===== src/design/pmd_pkg.sv =====
// Package for the pixel map definition register bank.
// Assumes a single 40 MHz clock and a simple strobe register port with byte offsets.
package pmd_pkg;

    // ****************************************************************
    // Register offsets
    // ****************************************************************
    localparam logic [7:0] OFF_PIX_IF_CTRL   = 8'h11; // Pixel interface control.
    localparam logic [7:0] OFF_MAP_SELECT    = 8'h12; // Map select index.
    localparam logic [7:0] OFF_MAP_BASE      = 8'h14; // Map base byte address.
    localparam logic [7:0] OFF_MAP_WIDTH     = 8'h18; // Map width minus one.
    localparam logic [7:0] OFF_MAP_FORMAT    = 8'h1C; // Map pixel format.
    localparam logic [7:0] OFF_MAP_HEIGHT    = 8'h20; // Map height minus one.
    localparam logic [7:0] OFF_DEST_CMP      = 8'h4A; // Destination colour compare.
    localparam logic [7:0] OFF_PLANE_MASK    = 8'h50; // Pixel plane mask.
    localparam logic [7:0] OFF_CARRY_MASK    = 8'h54; // Carry chain mask.
    localparam logic [7:0] OFF_VMEM_BASE     = 8'h60; // Video memory base address.
    localparam logic [7:0] OFF_VMEM_SIZE     = 8'h64; // Video memory size in bytes.
    localparam logic [7:0] OFF_SYS_CFG       = 8'h68; // Slot width and translation mode.
    localparam logic [7:0] OFF_MAP_STATUS    = 8'h6C; // Location status of the selected map.
    localparam logic [7:0] OFF_XLATE_ADDR    = 8'h70; // Translation page offset.

    // ****************************************************************
    // Field positions and codes
    // ****************************************************************
    localparam int          CFG_SLOT16_BIT   = 0;      // Set when the slot is 16 bits wide.
    localparam int          CFG_VMT_BIT      = 1;      // virtual_memory_translation_mode.
    localparam int          ST_IN_VIDEO_BIT  = 0;      // Selected map lies in video memory.
    localparam int          ST_LIMIT_BIT     = 1;      // System map above the narrow-slot limit.
    localparam int          ST_FMT_BAD_BIT   = 2;      // Format code is not a legal one.
    localparam int          FMT_ORDER_BIT    = 3;      // Set selects big-end order.
    localparam logic [31:0] NARROW_LIMIT     = 32'h0100_0000; // 16 Mbyte line.
    localparam logic [1:0]  MAP_MASK         = 2'h0;   // Mask map code.

    // ****************************************************************
    // Reset values
    // ****************************************************************
    localparam logic [7:0]  RST_PIX_IF_CTRL  = 8'h00;
    localparam logic [7:0]  RST_DEST_CMP     = 8'h04;
    localparam logic [15:0] RST_PLANE_MASK   = 16'h00FF;
    localparam logic [7:0]  RST_CARRY_MASK   = 8'hFF;
    localparam logic [31:0] RST_VMEM_BASE    = 32'h0000_0000;
    localparam logic [31:0] RST_VMEM_SIZE    = 32'h0010_0000;
    localparam logic [7:0]  RST_MAP_FORMAT   = 8'h03;

    // ****************************************************************
    // Types
    // ****************************************************************
    // One map definition as stored per map.
    typedef struct packed {
        logic [31:0] base;
        logic [15:0] width_m1;
        logic [15:0] height_m1;
        logic [7:0]  format;
    } pmd_map_t;

    // Register port request.
    typedef struct packed {
        logic [7:0]  addr;
        logic [31:0] wdata;
        logic        wr;
        logic        rd;
    } pmd_req_t;

    // Decoded format of a map.
    typedef struct packed {
        logic [1:0] depth_code; // 0..3 gives 1, 2, 4, 8 bits per pixel.
        logic       big_end;
        logic       legal;
    } pmd_fmt_t;

endpackage : pmd_pkg


===== src/design/pmd_regs.sv =====
// Pixel map definition register bank: select index, per-map base, width,
// height and format, the pixel interface defaults, and the video/system
// location check of the selected map.
// Assumes a strobe register port on ref_clk with read data one cycle later.
module pmd_regs (
    // Clock and reset.
    input  wire logic        ref_clk,
    input  wire logic        rst_n,
    // Register port.
    input  wire logic [7:0]  reg_addr,
    input  wire logic [31:0] reg_wdata,
    input  wire logic        reg_wr,
    input  wire logic        reg_rd,
    output logic      [31:0] reg_rdata,
    // Selected map definition towards the drawing engine.
    output logic      [1:0]  sel_map,
    output logic      [31:0] sel_base,
    output logic      [16:0] sel_width,
    output logic      [16:0] sel_height,
    output logic      [3:0]  sel_bpp,
    output logic             sel_big_end,
    output logic             sel_in_video,
    output logic             sel_limit_err
);

    // ****************************************************************
    // Helper functions
    // ****************************************************************
    // Decode a format byte into depth, order and legality.
    function automatic pmd_pkg::pmd_fmt_t fmt_decode(input logic [7:0] f);
        pmd_pkg::pmd_fmt_t r;
        r.depth_code = f[1:0];
        r.big_end    = f[pmd_pkg::FMT_ORDER_BIT];
        r.legal      = (f[7:4] == 4'h0) && (f[2] == 1'b0);
        return r;
    endfunction : fmt_decode

    // Stored minus-one value back to a real count.
    function automatic logic [16:0] plus_one(input logic [15:0] v);
        return {1'b0, v} + 17'h0_0001;
    endfunction : plus_one

    // ****************************************************************
    // Plain registers
    // ****************************************************************
    logic [3:0]  sel_idx_q;     // Map selector.
    logic [7:0]  pix_ctrl_q;    // Pixel interface control.
    logic [7:0]  dest_cmp_q;    // Destination colour compare.
    logic [15:0] plane_mask_q;  // Pixel plane mask.
    logic [7:0]  carry_mask_q;  // Carry chain mask.
    logic [31:0] vmem_base_q;   // Video memory base.
    logic [31:0] vmem_size_q;   // Video memory size.
    logic [1:0]  sys_cfg_q;     // Slot width and translation mode.
    logic [31:0] page_off_q;    // Translation page offset.
    logic [31:0] rdata_q;       // Read data register.

    // ****************************************************************
    // Write decode
    // ****************************************************************
    // The master never raises two strobes together, so at most one is high.
    wire wr_sel    = reg_wr && (reg_addr == pmd_pkg::OFF_MAP_SELECT);
    wire wr_base   = reg_wr && (reg_addr == pmd_pkg::OFF_MAP_BASE);
    wire wr_width  = reg_wr && (reg_addr == pmd_pkg::OFF_MAP_WIDTH);
    wire wr_height = reg_wr && (reg_addr == pmd_pkg::OFF_MAP_HEIGHT);
    wire wr_format = reg_wr && (reg_addr == pmd_pkg::OFF_MAP_FORMAT);
    wire wr_map    = wr_base || wr_width || wr_height || wr_format;

    // Only codes 0..3 are maps; higher codes block map writes, but reads and outputs still follow map_idx.
    wire       sel_valid = (sel_idx_q[3:2] == 2'h0);
    wire [1:0] map_idx   = sel_idx_q[1:0];

    // ****************************************************************
    // Per-map storage
    // ****************************************************************
    pmd_pkg::pmd_map_t cur_map;  // Registered current definition.
    pmd_pkg::pmd_map_t new_map;  // Definition with one field replaced.

    // Merge the written field into the stored word of the chosen map.
    always_comb begin
        new_map = cur_map;
        if (wr_base) begin
            new_map.base = reg_wdata;
        end
        if (wr_width) begin
            new_map.width_m1 = reg_wdata[15:0];
        end
        if (wr_height) begin
            new_map.height_m1 = reg_wdata[15:0];
        end
        if (wr_format) begin
            new_map.format = reg_wdata[7:0];
        end
    end

    // The read index takes the written selector value during a selector write;
    // otherwise a map write just after a selector change would merge stale
    // fields, so the merge source is always the registered word of the same index.
    pmd_map_mem u_mem (
        .ref_clk (ref_clk),
        .rst_n   (rst_n),
        .wr_en   (wr_map && sel_valid),
        .wr_idx  (map_idx),
        .wr_data (new_map),
        .rd_idx  (wr_sel ? reg_wdata[1:0] : map_idx),
        .rd_data (cur_map)
    );

    // ****************************************************************
    // Control register writes
    // ****************************************************************
    // Short write process for the plain registers.
    always_ff @(posedge ref_clk or negedge rst_n) begin
        if (!rst_n) begin
            sel_idx_q    <= 4'h0;
            pix_ctrl_q   <= pmd_pkg::RST_PIX_IF_CTRL;
            dest_cmp_q   <= pmd_pkg::RST_DEST_CMP;
            plane_mask_q <= pmd_pkg::RST_PLANE_MASK;
            carry_mask_q <= pmd_pkg::RST_CARRY_MASK;
            vmem_base_q  <= pmd_pkg::RST_VMEM_BASE;
            vmem_size_q  <= pmd_pkg::RST_VMEM_SIZE;
            sys_cfg_q    <= 2'h0;
            page_off_q   <= 32'h0000_0000;
        end else if (reg_wr) begin
            unique case (reg_addr)
                pmd_pkg::OFF_MAP_SELECT:  sel_idx_q    <= reg_wdata[3:0];
                pmd_pkg::OFF_PIX_IF_CTRL: pix_ctrl_q   <= reg_wdata[7:0];
                pmd_pkg::OFF_DEST_CMP:    dest_cmp_q   <= reg_wdata[7:0];
                pmd_pkg::OFF_PLANE_MASK:  plane_mask_q <= reg_wdata[15:0];
                pmd_pkg::OFF_CARRY_MASK:  carry_mask_q <= reg_wdata[7:0];
                pmd_pkg::OFF_VMEM_BASE:   vmem_base_q  <= reg_wdata;
                pmd_pkg::OFF_VMEM_SIZE:   vmem_size_q  <= reg_wdata;
                pmd_pkg::OFF_SYS_CFG:     sys_cfg_q    <= reg_wdata[1:0];
                pmd_pkg::OFF_XLATE_ADDR:  page_off_q   <= reg_wdata;
                default: ;
            endcase
        end
    end

    // ****************************************************************
    // Location check
    // ****************************************************************
    // Base goes through translation first, so the range test sees the
    // physical address when translation mode is on.
    logic [31:0] phys_base; // Translated base, one cycle behind cur_map.

    pmd_xlate u_xlate (
        .ref_clk     (ref_clk),
        .rst_n       (rst_n),
        .xlate_en    (sys_cfg_q[pmd_pkg::CFG_VMT_BIT]),
        .page_offset (page_off_q),
        .lin_addr    (cur_map.base),
        .phys_q      (phys_base)
    );

    // Window test done in 33 bits so a window touching the top does not wrap.
    wire [32:0] vmem_end   = {1'b0, vmem_base_q} + {1'b0, vmem_size_q};
    wire        in_video   = (phys_base >= vmem_base_q) && ({1'b0, phys_base} < vmem_end);
    // System maps in a narrow slot must lie below the 16 Mbyte line.
    wire        limit_err  = !in_video && sys_cfg_q[pmd_pkg::CFG_SLOT16_BIT]
                             && (phys_base >= pmd_pkg::NARROW_LIMIT);
    pmd_pkg::pmd_fmt_t fmt;
    assign fmt = fmt_decode(cur_map.format);

    // ****************************************************************
    // Read mux
    // ****************************************************************
    // Status packs the location check beside the format legality bit.
    logic [31:0] rdata_d; // Next read word; unmapped offsets read zero.

    always_comb begin
        rdata_d = 32'h0000_0000;
        unique case (reg_addr)
            pmd_pkg::OFF_MAP_SELECT:  rdata_d = {28'h0, sel_idx_q};
            pmd_pkg::OFF_PIX_IF_CTRL: rdata_d = {24'h0, pix_ctrl_q};
            pmd_pkg::OFF_MAP_BASE:    rdata_d = cur_map.base;
            pmd_pkg::OFF_MAP_WIDTH:   rdata_d = {16'h0, cur_map.width_m1};
            pmd_pkg::OFF_MAP_HEIGHT:  rdata_d = {16'h0, cur_map.height_m1};
            pmd_pkg::OFF_MAP_FORMAT:  rdata_d = {24'h0, cur_map.format};
            pmd_pkg::OFF_DEST_CMP:    rdata_d = {24'h0, dest_cmp_q};
            pmd_pkg::OFF_PLANE_MASK:  rdata_d = {16'h0, plane_mask_q};
            pmd_pkg::OFF_CARRY_MASK:  rdata_d = {24'h0, carry_mask_q};
            pmd_pkg::OFF_VMEM_BASE:   rdata_d = vmem_base_q;
            pmd_pkg::OFF_VMEM_SIZE:   rdata_d = vmem_size_q;
            pmd_pkg::OFF_SYS_CFG:     rdata_d = {30'h0, sys_cfg_q};
            pmd_pkg::OFF_MAP_STATUS:  rdata_d = {29'h0, !fmt.legal, limit_err, in_video};
            pmd_pkg::OFF_XLATE_ADDR:  rdata_d = page_off_q;
            default:                  rdata_d = 32'h0000_0000;
        endcase
    end

    // Read data stand for one cycle after the strobe, zero otherwise.
    always_ff @(posedge ref_clk or negedge rst_n) begin
        if (!rst_n) begin
            rdata_q <= 32'h0000_0000;
        end else begin
            rdata_q <= reg_rd ? rdata_d : 32'h0000_0000;
        end
    end

    assign reg_rdata = rdata_q;

    // ****************************************************************
    // Selected map outputs
    // ****************************************************************
    // All map codes use the same output path, so A, B and C are
    // interchangeable as source, destination or pattern.
    logic [1:0]  sel_map_q;
    logic [31:0] sel_base_q;
    logic [16:0] sel_w_q;
    logic [16:0] sel_h_q;
    logic [3:0]  sel_bpp_q;
    logic        sel_be_q;
    logic        sel_vid_q;
    logic        sel_lim_q;

    // The location flags trail a base write by three cycles, one more than
    // the other fields, because of the translation register stage.
    // Registered so every output comes from a flip-flop.
    always_ff @(posedge ref_clk or negedge rst_n) begin
        if (!rst_n) begin
            sel_map_q  <= pmd_pkg::MAP_MASK;
            sel_base_q <= 32'h0000_0000;
            sel_w_q    <= 17'h0_0001;
            sel_h_q    <= 17'h0_0001;
            sel_bpp_q  <= 4'h8;
            sel_be_q   <= 1'b0;
            sel_vid_q  <= 1'b0;
            sel_lim_q  <= 1'b0;
        end else begin
            sel_map_q  <= map_idx;
            sel_base_q <= cur_map.base;
            sel_w_q    <= plus_one(cur_map.width_m1);
            sel_h_q    <= plus_one(cur_map.height_m1);
            sel_bpp_q  <= 4'(4'h1 << fmt.depth_code);
            sel_be_q   <= fmt.big_end;
            sel_vid_q  <= in_video;
            sel_lim_q  <= limit_err;
        end
    end

    assign sel_map       = sel_map_q;
    assign sel_base      = sel_base_q;
    assign sel_width     = sel_w_q;
    assign sel_height    = sel_h_q;
    assign sel_bpp       = sel_bpp_q;
    assign sel_big_end   = sel_be_q;
    assign sel_in_video  = sel_vid_q;
    assign sel_limit_err = sel_lim_q;

    // ****************************************************************
    // Assertions
    // ****************************************************************
    // Width output carries the stored value plus one.
    a_width_plus_one: assert property (@(posedge ref_clk) disable iff (!rst_n)
        sel_width == ($past(cur_map.width_m1) + 17'h0_0001))
        else $error("width output is not stored value plus one");

    // Height follows the same minus-one convention as width.
    a_height_plus_one: assert property (@(posedge ref_clk) disable iff (!rst_n)
        sel_height == ($past(cur_map.height_m1) + 17'h0_0001))
        else $error("height output is not stored value plus one");

    // A selector write is kept in full, codes 4 to 15 included.
    a_select_stores: assert property (@(posedge ref_clk) disable iff (!rst_n)
        wr_sel |=> (sel_idx_q == $past(reg_wdata[3:0])))
        else $error("selector write not stored");

    // A base written and read two cycles later comes back whole.
    a_base_readback: assert property (@(posedge ref_clk) disable iff (!rst_n)
        (wr_base && sel_valid) ##1 !wr_map && !wr_sel ##1 (reg_rd && reg_addr == pmd_pkg::OFF_MAP_BASE)
        |=> (reg_rdata == $past(reg_wdata, 3)))
        else $error("base read back differs from written value");

    // A map flagged as video may not sit below the window base.
    a_video_range: assert property (@(posedge ref_clk) disable iff (!rst_n)
        sel_in_video |-> ($past(phys_base) >= $past(vmem_base_q)))
        else $error("map flagged video below window base");

    // The window is half open: its last byte is base plus size minus one.
    a_video_upper: assert property (@(posedge ref_clk) disable iff (!rst_n)
        sel_in_video |-> ({1'b0, $past(phys_base)} < $past(vmem_end)))
        else $error("map flagged video past window end");

    // Only a system map past the 16 Mbyte line may raise the limit flag.
    a_narrow_limit: assert property (@(posedge ref_clk) disable iff (!rst_n)
        sel_limit_err |-> (!sel_in_video && $past(phys_base) >= pmd_pkg::NARROW_LIMIT))
        else $error("limit flag without high system address");

    // A wide slot reaches all of memory, so the flag needs the narrow slot.
    a_limit_needs_slot: assert property (@(posedge ref_clk) disable iff (!rst_n)
        sel_limit_err |-> $past(sys_cfg_q[pmd_pkg::CFG_SLOT16_BIT]))
        else $error("limit flag raised in a wide slot");

    // The widest big-end code must give eight bits per pixel.
    a_bpp_decode: assert property (@(posedge ref_clk) disable iff (!rst_n)
        $past(cur_map.format) == 8'h0B |-> (sel_bpp == 4'h8 && sel_big_end))
        else $error("format 0Bh not decoded as 8 bpp big-end");

    // With translation off the compare sees the linear base unchanged.
    a_no_xlate_pass: assert property (@(posedge ref_clk) disable iff (!rst_n)
        !$past(sys_cfg_q[pmd_pkg::CFG_VMT_BIT]) |-> (phys_base == $past(cur_map.base)))
        else $error("address changed with translation off");

    // Codes 4 to 15 clear sel_valid, so map writes leave storage alone.
    a_bad_sel_no_write: assert property (@(posedge ref_clk) disable iff (!rst_n)
        (wr_map && !sel_valid) |=> $stable(cur_map) || $past(wr_sel))
        else $error("map changed while no map selected");

    // A field write lands in the chosen slot and shows on the next cycle.
    a_write_steered: assert property (@(posedge ref_clk) disable iff (!rst_n)
        (wr_map && sel_valid) |=> (cur_map == $past(new_map)))
        else $error("map write did not reach the selected slot");

    // The map code output follows the selector's low bits a cycle later.
    a_map_follows: assert property (@(posedge ref_clk) disable iff (!rst_n)
        ##1 (sel_map == $past(map_idx)))
        else $error("selected map code not forwarded");

    // Main scenarios: map C chosen, both location outcomes, translation, bad format.
    c_select_c: cover property (@(posedge ref_clk) disable iff (!rst_n) wr_sel && reg_wdata[3:0] == 4'h3);
    c_in_video: cover property (@(posedge ref_clk) disable iff (!rst_n) sel_in_video);
    c_limit_hit: cover property (@(posedge ref_clk) disable iff (!rst_n) sel_limit_err);
    c_xlate_on: cover property (@(posedge ref_clk) disable iff (!rst_n) sys_cfg_q[pmd_pkg::CFG_VMT_BIT] && wr_base);
    c_bad_format: cover property (@(posedge ref_clk) disable iff (!rst_n) !fmt.legal);

endmodule : pmd_regs


===== src/design/pmd_map_mem.sv =====
// Storage of the four map definitions, one word per map.
// Assumes writes and reads on ref_clk; read data come out of a register.
module pmd_map_mem (
    // Clock and reset.
    input  wire logic             ref_clk,
    input  wire logic             rst_n,
    // Write side.
    input  wire logic             wr_en,
    input  wire logic [1:0]       wr_idx,
    input  wire pmd_pkg::pmd_map_t wr_data,
    // Read side.
    input  wire logic [1:0]       rd_idx,
    output pmd_pkg::pmd_map_t     rd_data
);

    // ****************************************************************
    // Storage array
    // ****************************************************************
    pmd_pkg::pmd_map_t mem_q [4]; // One definition per map.
    pmd_pkg::pmd_map_t rd_q;      // Registered read word.

    // Each map has its own slot; only the addressed slot changes.
    always_ff @(posedge ref_clk or negedge rst_n) begin
        if (!rst_n) begin
            for (int i = 0; i < 4; i++) begin
                mem_q[i] <= '{32'h0000_0000, 16'h0000, 16'h0000, pmd_pkg::RST_MAP_FORMAT};
            end
        end else if (wr_en) begin
            mem_q[wr_idx] <= wr_data;
        end
    end

    // Registered read, so the data follow the index by one cycle.
    always_ff @(posedge ref_clk or negedge rst_n) begin
        if (!rst_n) begin
            rd_q <= '{32'h0000_0000, 16'h0000, 16'h0000, pmd_pkg::RST_MAP_FORMAT};
        end else if (wr_en && (wr_idx == rd_idx)) begin
            rd_q <= wr_data; // Write-through keeps the view current.
        end else begin
            rd_q <= mem_q[rd_idx];
        end
    end

    assign rd_data = rd_q;

endmodule : pmd_map_mem


===== src/design/pmd_xlate.sv =====
// Linear-to-physical translation of a map base for the location check.
// Assumes a flat window: linear addresses map by adding a software-set offset.
module pmd_xlate (
    // Clock and reset.
    input  wire logic        ref_clk,
    input  wire logic        rst_n,
    // Translation control.
    input  wire logic        xlate_en,
    input  wire logic [31:0] page_offset,
    // Address in, address out.
    input  wire logic [31:0] lin_addr,
    output logic      [31:0] phys_q
);

    // ****************************************************************
    // Translation stage
    // ****************************************************************
    // Page-granular offset: the low 12 bits pass through untouched.
    // A full page-table walk lives elsewhere; this is the compare path only.
    logic [31:0] phys_d; // Translated address.

    assign phys_d = xlate_en ? {lin_addr[31:12] + page_offset[31:12], lin_addr[11:0]} : lin_addr;

    // One register stage keeps the compare path short.
    always_ff @(posedge ref_clk or negedge rst_n) begin
        if (!rst_n) begin
            phys_q <= 32'h0000_0000;
        end else begin
            phys_q <= phys_d;
        end
    end

endmodule : pmd_xlate


===== config.mk =====
export PLATFORM = sky130hd
export DESIGN_NAME = pmd_regs
export DESIGN_NICKNAME = d
export VERILOG_FILES = /design/src/design/pmd_pkg.sv /design/src/design/pmd_regs.sv /design/src/design/pmd_map_mem.sv /design/src/design/pmd_xlate.sv
export SDC_FILE = /design/constraint.sdc
export NUM_CORES = 1
export LEC_CHECK = 0
export BUFFER_PORTS_ARGS = -buffer_cell sky130_fd_sc_hd__buf_2
export CAP_MARGIN = 0
export CORE_ASPECT_RATIO = 1.1
export CORE_MARGIN = 2
export CORE_UTILIZATION = 60
export CTS_BUF_LIST = sky130_fd_sc_hd__clkbuf_16
export CTS_CLUSTER_DIAMETER = 60
export DETAILED_ROUTE_END_ITERATION = 6
export PLACE_DENSITY = 0.78
export SLEW_MARGIN = 20
export SYNTH_ARGS = -nofsm -noshare
export SYNTH_HDL_FRONTEND = slang
export SYNTH_SLANG_ARGS = --single-unit

===== constraint.sdc =====
create_clock -name ref_clk -period 4.9 [get_ports ref_clk]
set_clock_uncertainty 0.05 [all_clocks]
set_input_delay 0.735 -clock ref_clk [delete_from_list [all_inputs] [get_ports ref_clk]]
set_output_delay 0.735 -clock ref_clk [all_outputs]
set_load 0.01 [all_outputs]

==> run_results.csv <==
group,metric,value,unit
outcome,violations,"design-rule violations",
placement,dpl.hpwl,56.78,mm
setup_path,crit_chain,"ha_2 -> fa_2 -> a21o_1 -> a41o_1 -> or4_4 -> a221oi_4 -> o2111ai_2 -> buf_4 -> a21o_2 -> a21o_1 -> a21oi_2 -> xor2_1 -> ha_1 -> nand4_1 -> or3_1 -> o211ai_1 -> a31oi_2 -> a21o_1",
clocking,cts_buffers,61,
yosys,yosysUniqueCellTypes,73,
yosys,synth_seq_area_share,53.29,%
timing,drv_slew,0,
timing,finalSetupViolations,0,
yosys,yosysWarnings,0,
clocking,cts_tree,"yes",
layout,design_area,33100,µm²
outcome,status,"finished with violations",
yosys,synthesis.area,29610,µm²
setup_path,startpoint_type,"flop",
grt,first_global_vias,22630,
placement,place_congestion,0.9490,
floorplan,core,48820,µm²
clocking,path_clk_slew,60,ps
timing,worst_pin_slew,1170,ps
timing,min_period,4701,ps
power,p_clk_share,43.1,%
setup_path,cpMaxStageDelayCell,"or4_4",
yosys,synth-edff-count,0,
clocking,cts_htree_levels,2,
timing,hold_viol_final,0,
setup_path,cp_common_cell,"a21o_1",
timing,period_share,95.95,%
placement,io_buffers,150,
grt,overflow,0,
power,p_sw,2.517,mW
power,p_comb_share,5.9,%
routing,wl_per_cell,24.41,µm
yosys,synthFlopType,"dfrtp_1",
setup_path,crit_path_end_kind,"flop",
setup_path,path_class,"flop to flop",
layout,regArea,15780,µm²
grt,antenna_found_initial,2,
routing,ant_nets,0,
routing,wl,83.72,mm
routing,drt_iter0_markers,2324,
routing,drc,3,
yosys,ys_ff_latch,629,
floorplan,initial_core_util,60.66,%
power,irDropWorstVdd,0.0003337,V
layout,drive_above_1_share,21.46,%
setup_path,crit_arrival,5200,ps
grt,track_usage,33.25,%
clocking,root_buffer,"clkbuf_16",
layout,multiInputGateArea,13070,µm²
floorplan,num_rows,85,
floorplan,die_y,237,µm
min_path,hold_class,"input pin to flop",
floorplan,die_x,215.8,µm
yosys,async_flop_share,100.0,%
grt,grt_pass1_wl,130.5,mm
routing,vias,22150,
setup_path,cp_max_fo,3,
layout,fillers,3565,
layout,layout.nets,2887,
yosys,synth.avg_cell_area,11.35,µm²
yosys,syn_inst,2608,
power,p_seq_share,51.0,%
setup_path,cp.required,5400,ps
job,maxCapViolations,0,
power,sw_frac_of_total,24.10,%
floorplan,dieArea,51150,µm²
floorplan,ios,151,
timing,tns,0,ps
setup_path,critPathMaxStageDelay,440,ps
yosys,synth_nets,2770,
routing,vias_per_cell,6.458,
clocking,cts_sinks,629,
clocking,clock_tree.buffer_depth,3,
placement,placed_area,31080,µm²
power,powerDensity,315.5,nW/µm²
power,leakage,16.02,nW
clocking,insertion_delay,670,ps
grt,grt_start_max_net_pins,159,
timing,setup_ws,198.7,ps
timing,max_slew_margin,21.69,%
power,p_int,7.929,mW
placement,dp.cells,3310,
timing,fmax,212.7,MHz
placement,dp_worst_setup_slack,-71.59,ps
routing,first_pass_iters,7,
layout,fin_cells,3430,
layout,areaGrowthSynthToFinish,11.79,%
[per-stage QoR]
| step | total power, mW | utilization (%) | hold slack [ps] |
|---|---|---|---|
| floorplan | 5.721 | - | 301.9 |
| global placement | 5.994 | 63.67 | 349.5 |
| detailed placement | 6.011 | 63.67 | 353.0 |
| CTS | 10.48 | 67.69 | 302.8 |
| global route | 10.78 | 67.81 | 323.6 |
| finish | 10.45 | 67.81 | 323.3 |
[cells in the mapped netlist (5+ instances only)]
cell type / count / area, µm²
a221oi_1: 11 / 96.34
a31oi_1: 13 / 81.33
xor2_1: 21 / 183.9
nor2b_1: 13 / 81.33
a21oi_1: 78 / 390.4
mux4_2: 72 / 1622
a21o_1: 32 / 240.2
or3_1: 6 / 37.54
o211ai_1: 5 / 37.54
dfstp_2: 31 / 814.5
xnor2_1: 52 / 455.4
nor4_1: 6 / 37.54
dfrtp_1: 598 / 14960
o21a_1: 8 / 60.06
a211oi_1: 10 / 75.07
buf_4: 13 / 97.59
mux2_2: 164 / 1847
nand4_1: 14 / 87.58
o21ai_0: 336 / 1682
mux2i_1: 75 / 750.7
and3_1: 17 / 106.4
clkbuf_1: 101 / 379.1
nand3_1: 35 / 175.2
a222oi_1: 45 / 450.4
nor3_1: 11 / 55.05
inv_1: 53 / 198.9
nand2_1: 426 / 1599
o21bai_1: 7 / 52.55
buf_2: 16 / 80.08
or2_2: 5 / 31.28
ha_1: 116 / 1451
nand2b_1: 16 / 100.1
buf_6: 8 / 90.09
buf_1: 14 / 52.55
a22oi_1: 11 / 82.58
nor2_1: 48 / 180.2
o21ai_1: 59 / 295.3
[worst max-delay path: cells and delay by family, from the launching register on]
kind | cells | cell delay [ps]
fa+ha+maj | 3 | 910
compound gates | 10 | 2110
flops | 1 | 390
xor+xnor | 1 | 80
buf+inv | 1 | 180
simple gates | 3 | 870
[power groups by stage]
stage	Clock [mW]	Sequential (mW)	Combinational (mW)
CTS	4.55	5.32	0.607
floorplan	0	5.40	0.325
global placement	0	5.41	0.582
detailed placement	0	5.42	0.594
finish	4.51	5.33	0.614
global route	4.77	5.33	0.676
[cells by family after synthesis]
kind of cell	Yosys count	share of synthesized area, %
AO/OA/AOI/OAI	652	13.09
XOR/XNOR	73	2.159
adder cells (fa/ha/maj)	118	5.037
buffers and inverters	205	3.034
flip-flops	629	53.29
multiplexers	311	14.25
AND/OR/NAND/NOR	620	9.144
[placed cells by master (no fill, tap or decap), drive strengths merged, types with 45 or more instances in the layout]
master and count:
a21oi 79, ha 116, mux2i 75, mux4 72, inv 72, xnor2 52, nor2 50, dfrtp 598
o21ai 395, clkbuf 61, mux2 164, buf 205, a222oi 45, nand2 426
[timing repair]
action | CTS | global route
setup buffers | 1 | 2
hold buffers | 1 | 0
gates cloned | 0 | 0
pin swaps | 1 | 14
hold endpoints to repair | 19 | 0
gates resized for setup | 2 | 11
setup endpoints to repair | 2 | 4
[sequential cells by signal, indices dropped and copies added, names as in the netlist, 2 cells and up]
signal          flops
vmem_base_q        32
sel_height         17
u_xlate.phys_q     32
sel_base           20
reg_rdata          32
u_mem.mem_q       288
pix_ctrl_q          8
dest_cmp_q          8
plane_mask_q       16
vmem_size_q        32
u_mem.rd_data      72
page_off_q         32
sel_width          17
sel_idx_q           4
sel_map             2
carry_mask_q        8
sys_cfg_q           2
sel_bpp             4
[area by class of cell]
class / count / share of cell area (%)
diodes: 1 / 0.007559
clock inverters: 54 / 1.209
inverters: 53 / 0.6010
multi-input cells: 1774 / 39.49
well taps: 652 / 2.464
clock buffers: 61 / 4.611
repair buffers: 206 / 3.953
flip-flops and latches: 629 / 47.67
[path summary, 6_finish.rpt]
path | start | to | slack, ps | cells past startpoint
max | vmem_size_q[0]$_DFFE_PN0P_ | reg_rdata[0]$_DFF_PN0_ | 200 | 18
min | reg_wdata[31] | vmem_base_q[31]$_DFFE_PN0P_ | 320 | 2
max reg2reg | vmem_size_q[0]$_DFFE_PN0P_ | reg_rdata[0]$_DFF_PN0_ | 200 | 18
min reg2reg | u_mem.rd_data[50]$_DFF_PN0_ | u_xlate.phys_q[10]$_DFF_PN0_ | 360 | 0
max in group asynchronous | rst_n | u_mem.rd_data[3]$_DFF_PN0_ | 2970 | 3
min in group asynchronous | rst_n | reg_rdata[26]$_DFF_PN0_ | 580 | 2
[routing by layer]
| metal | track usage, % | part of all wire (%) |
|---|---|---|
| met1 | 44.43 | 40 |
| met2 | 53.49 | 48 |
| met3 | 6.346 | 7.9 |
| met4 | 14.55 | 4.6 |
| met5 | 0 | 0 |
Power figures use the tool's default switching activity.
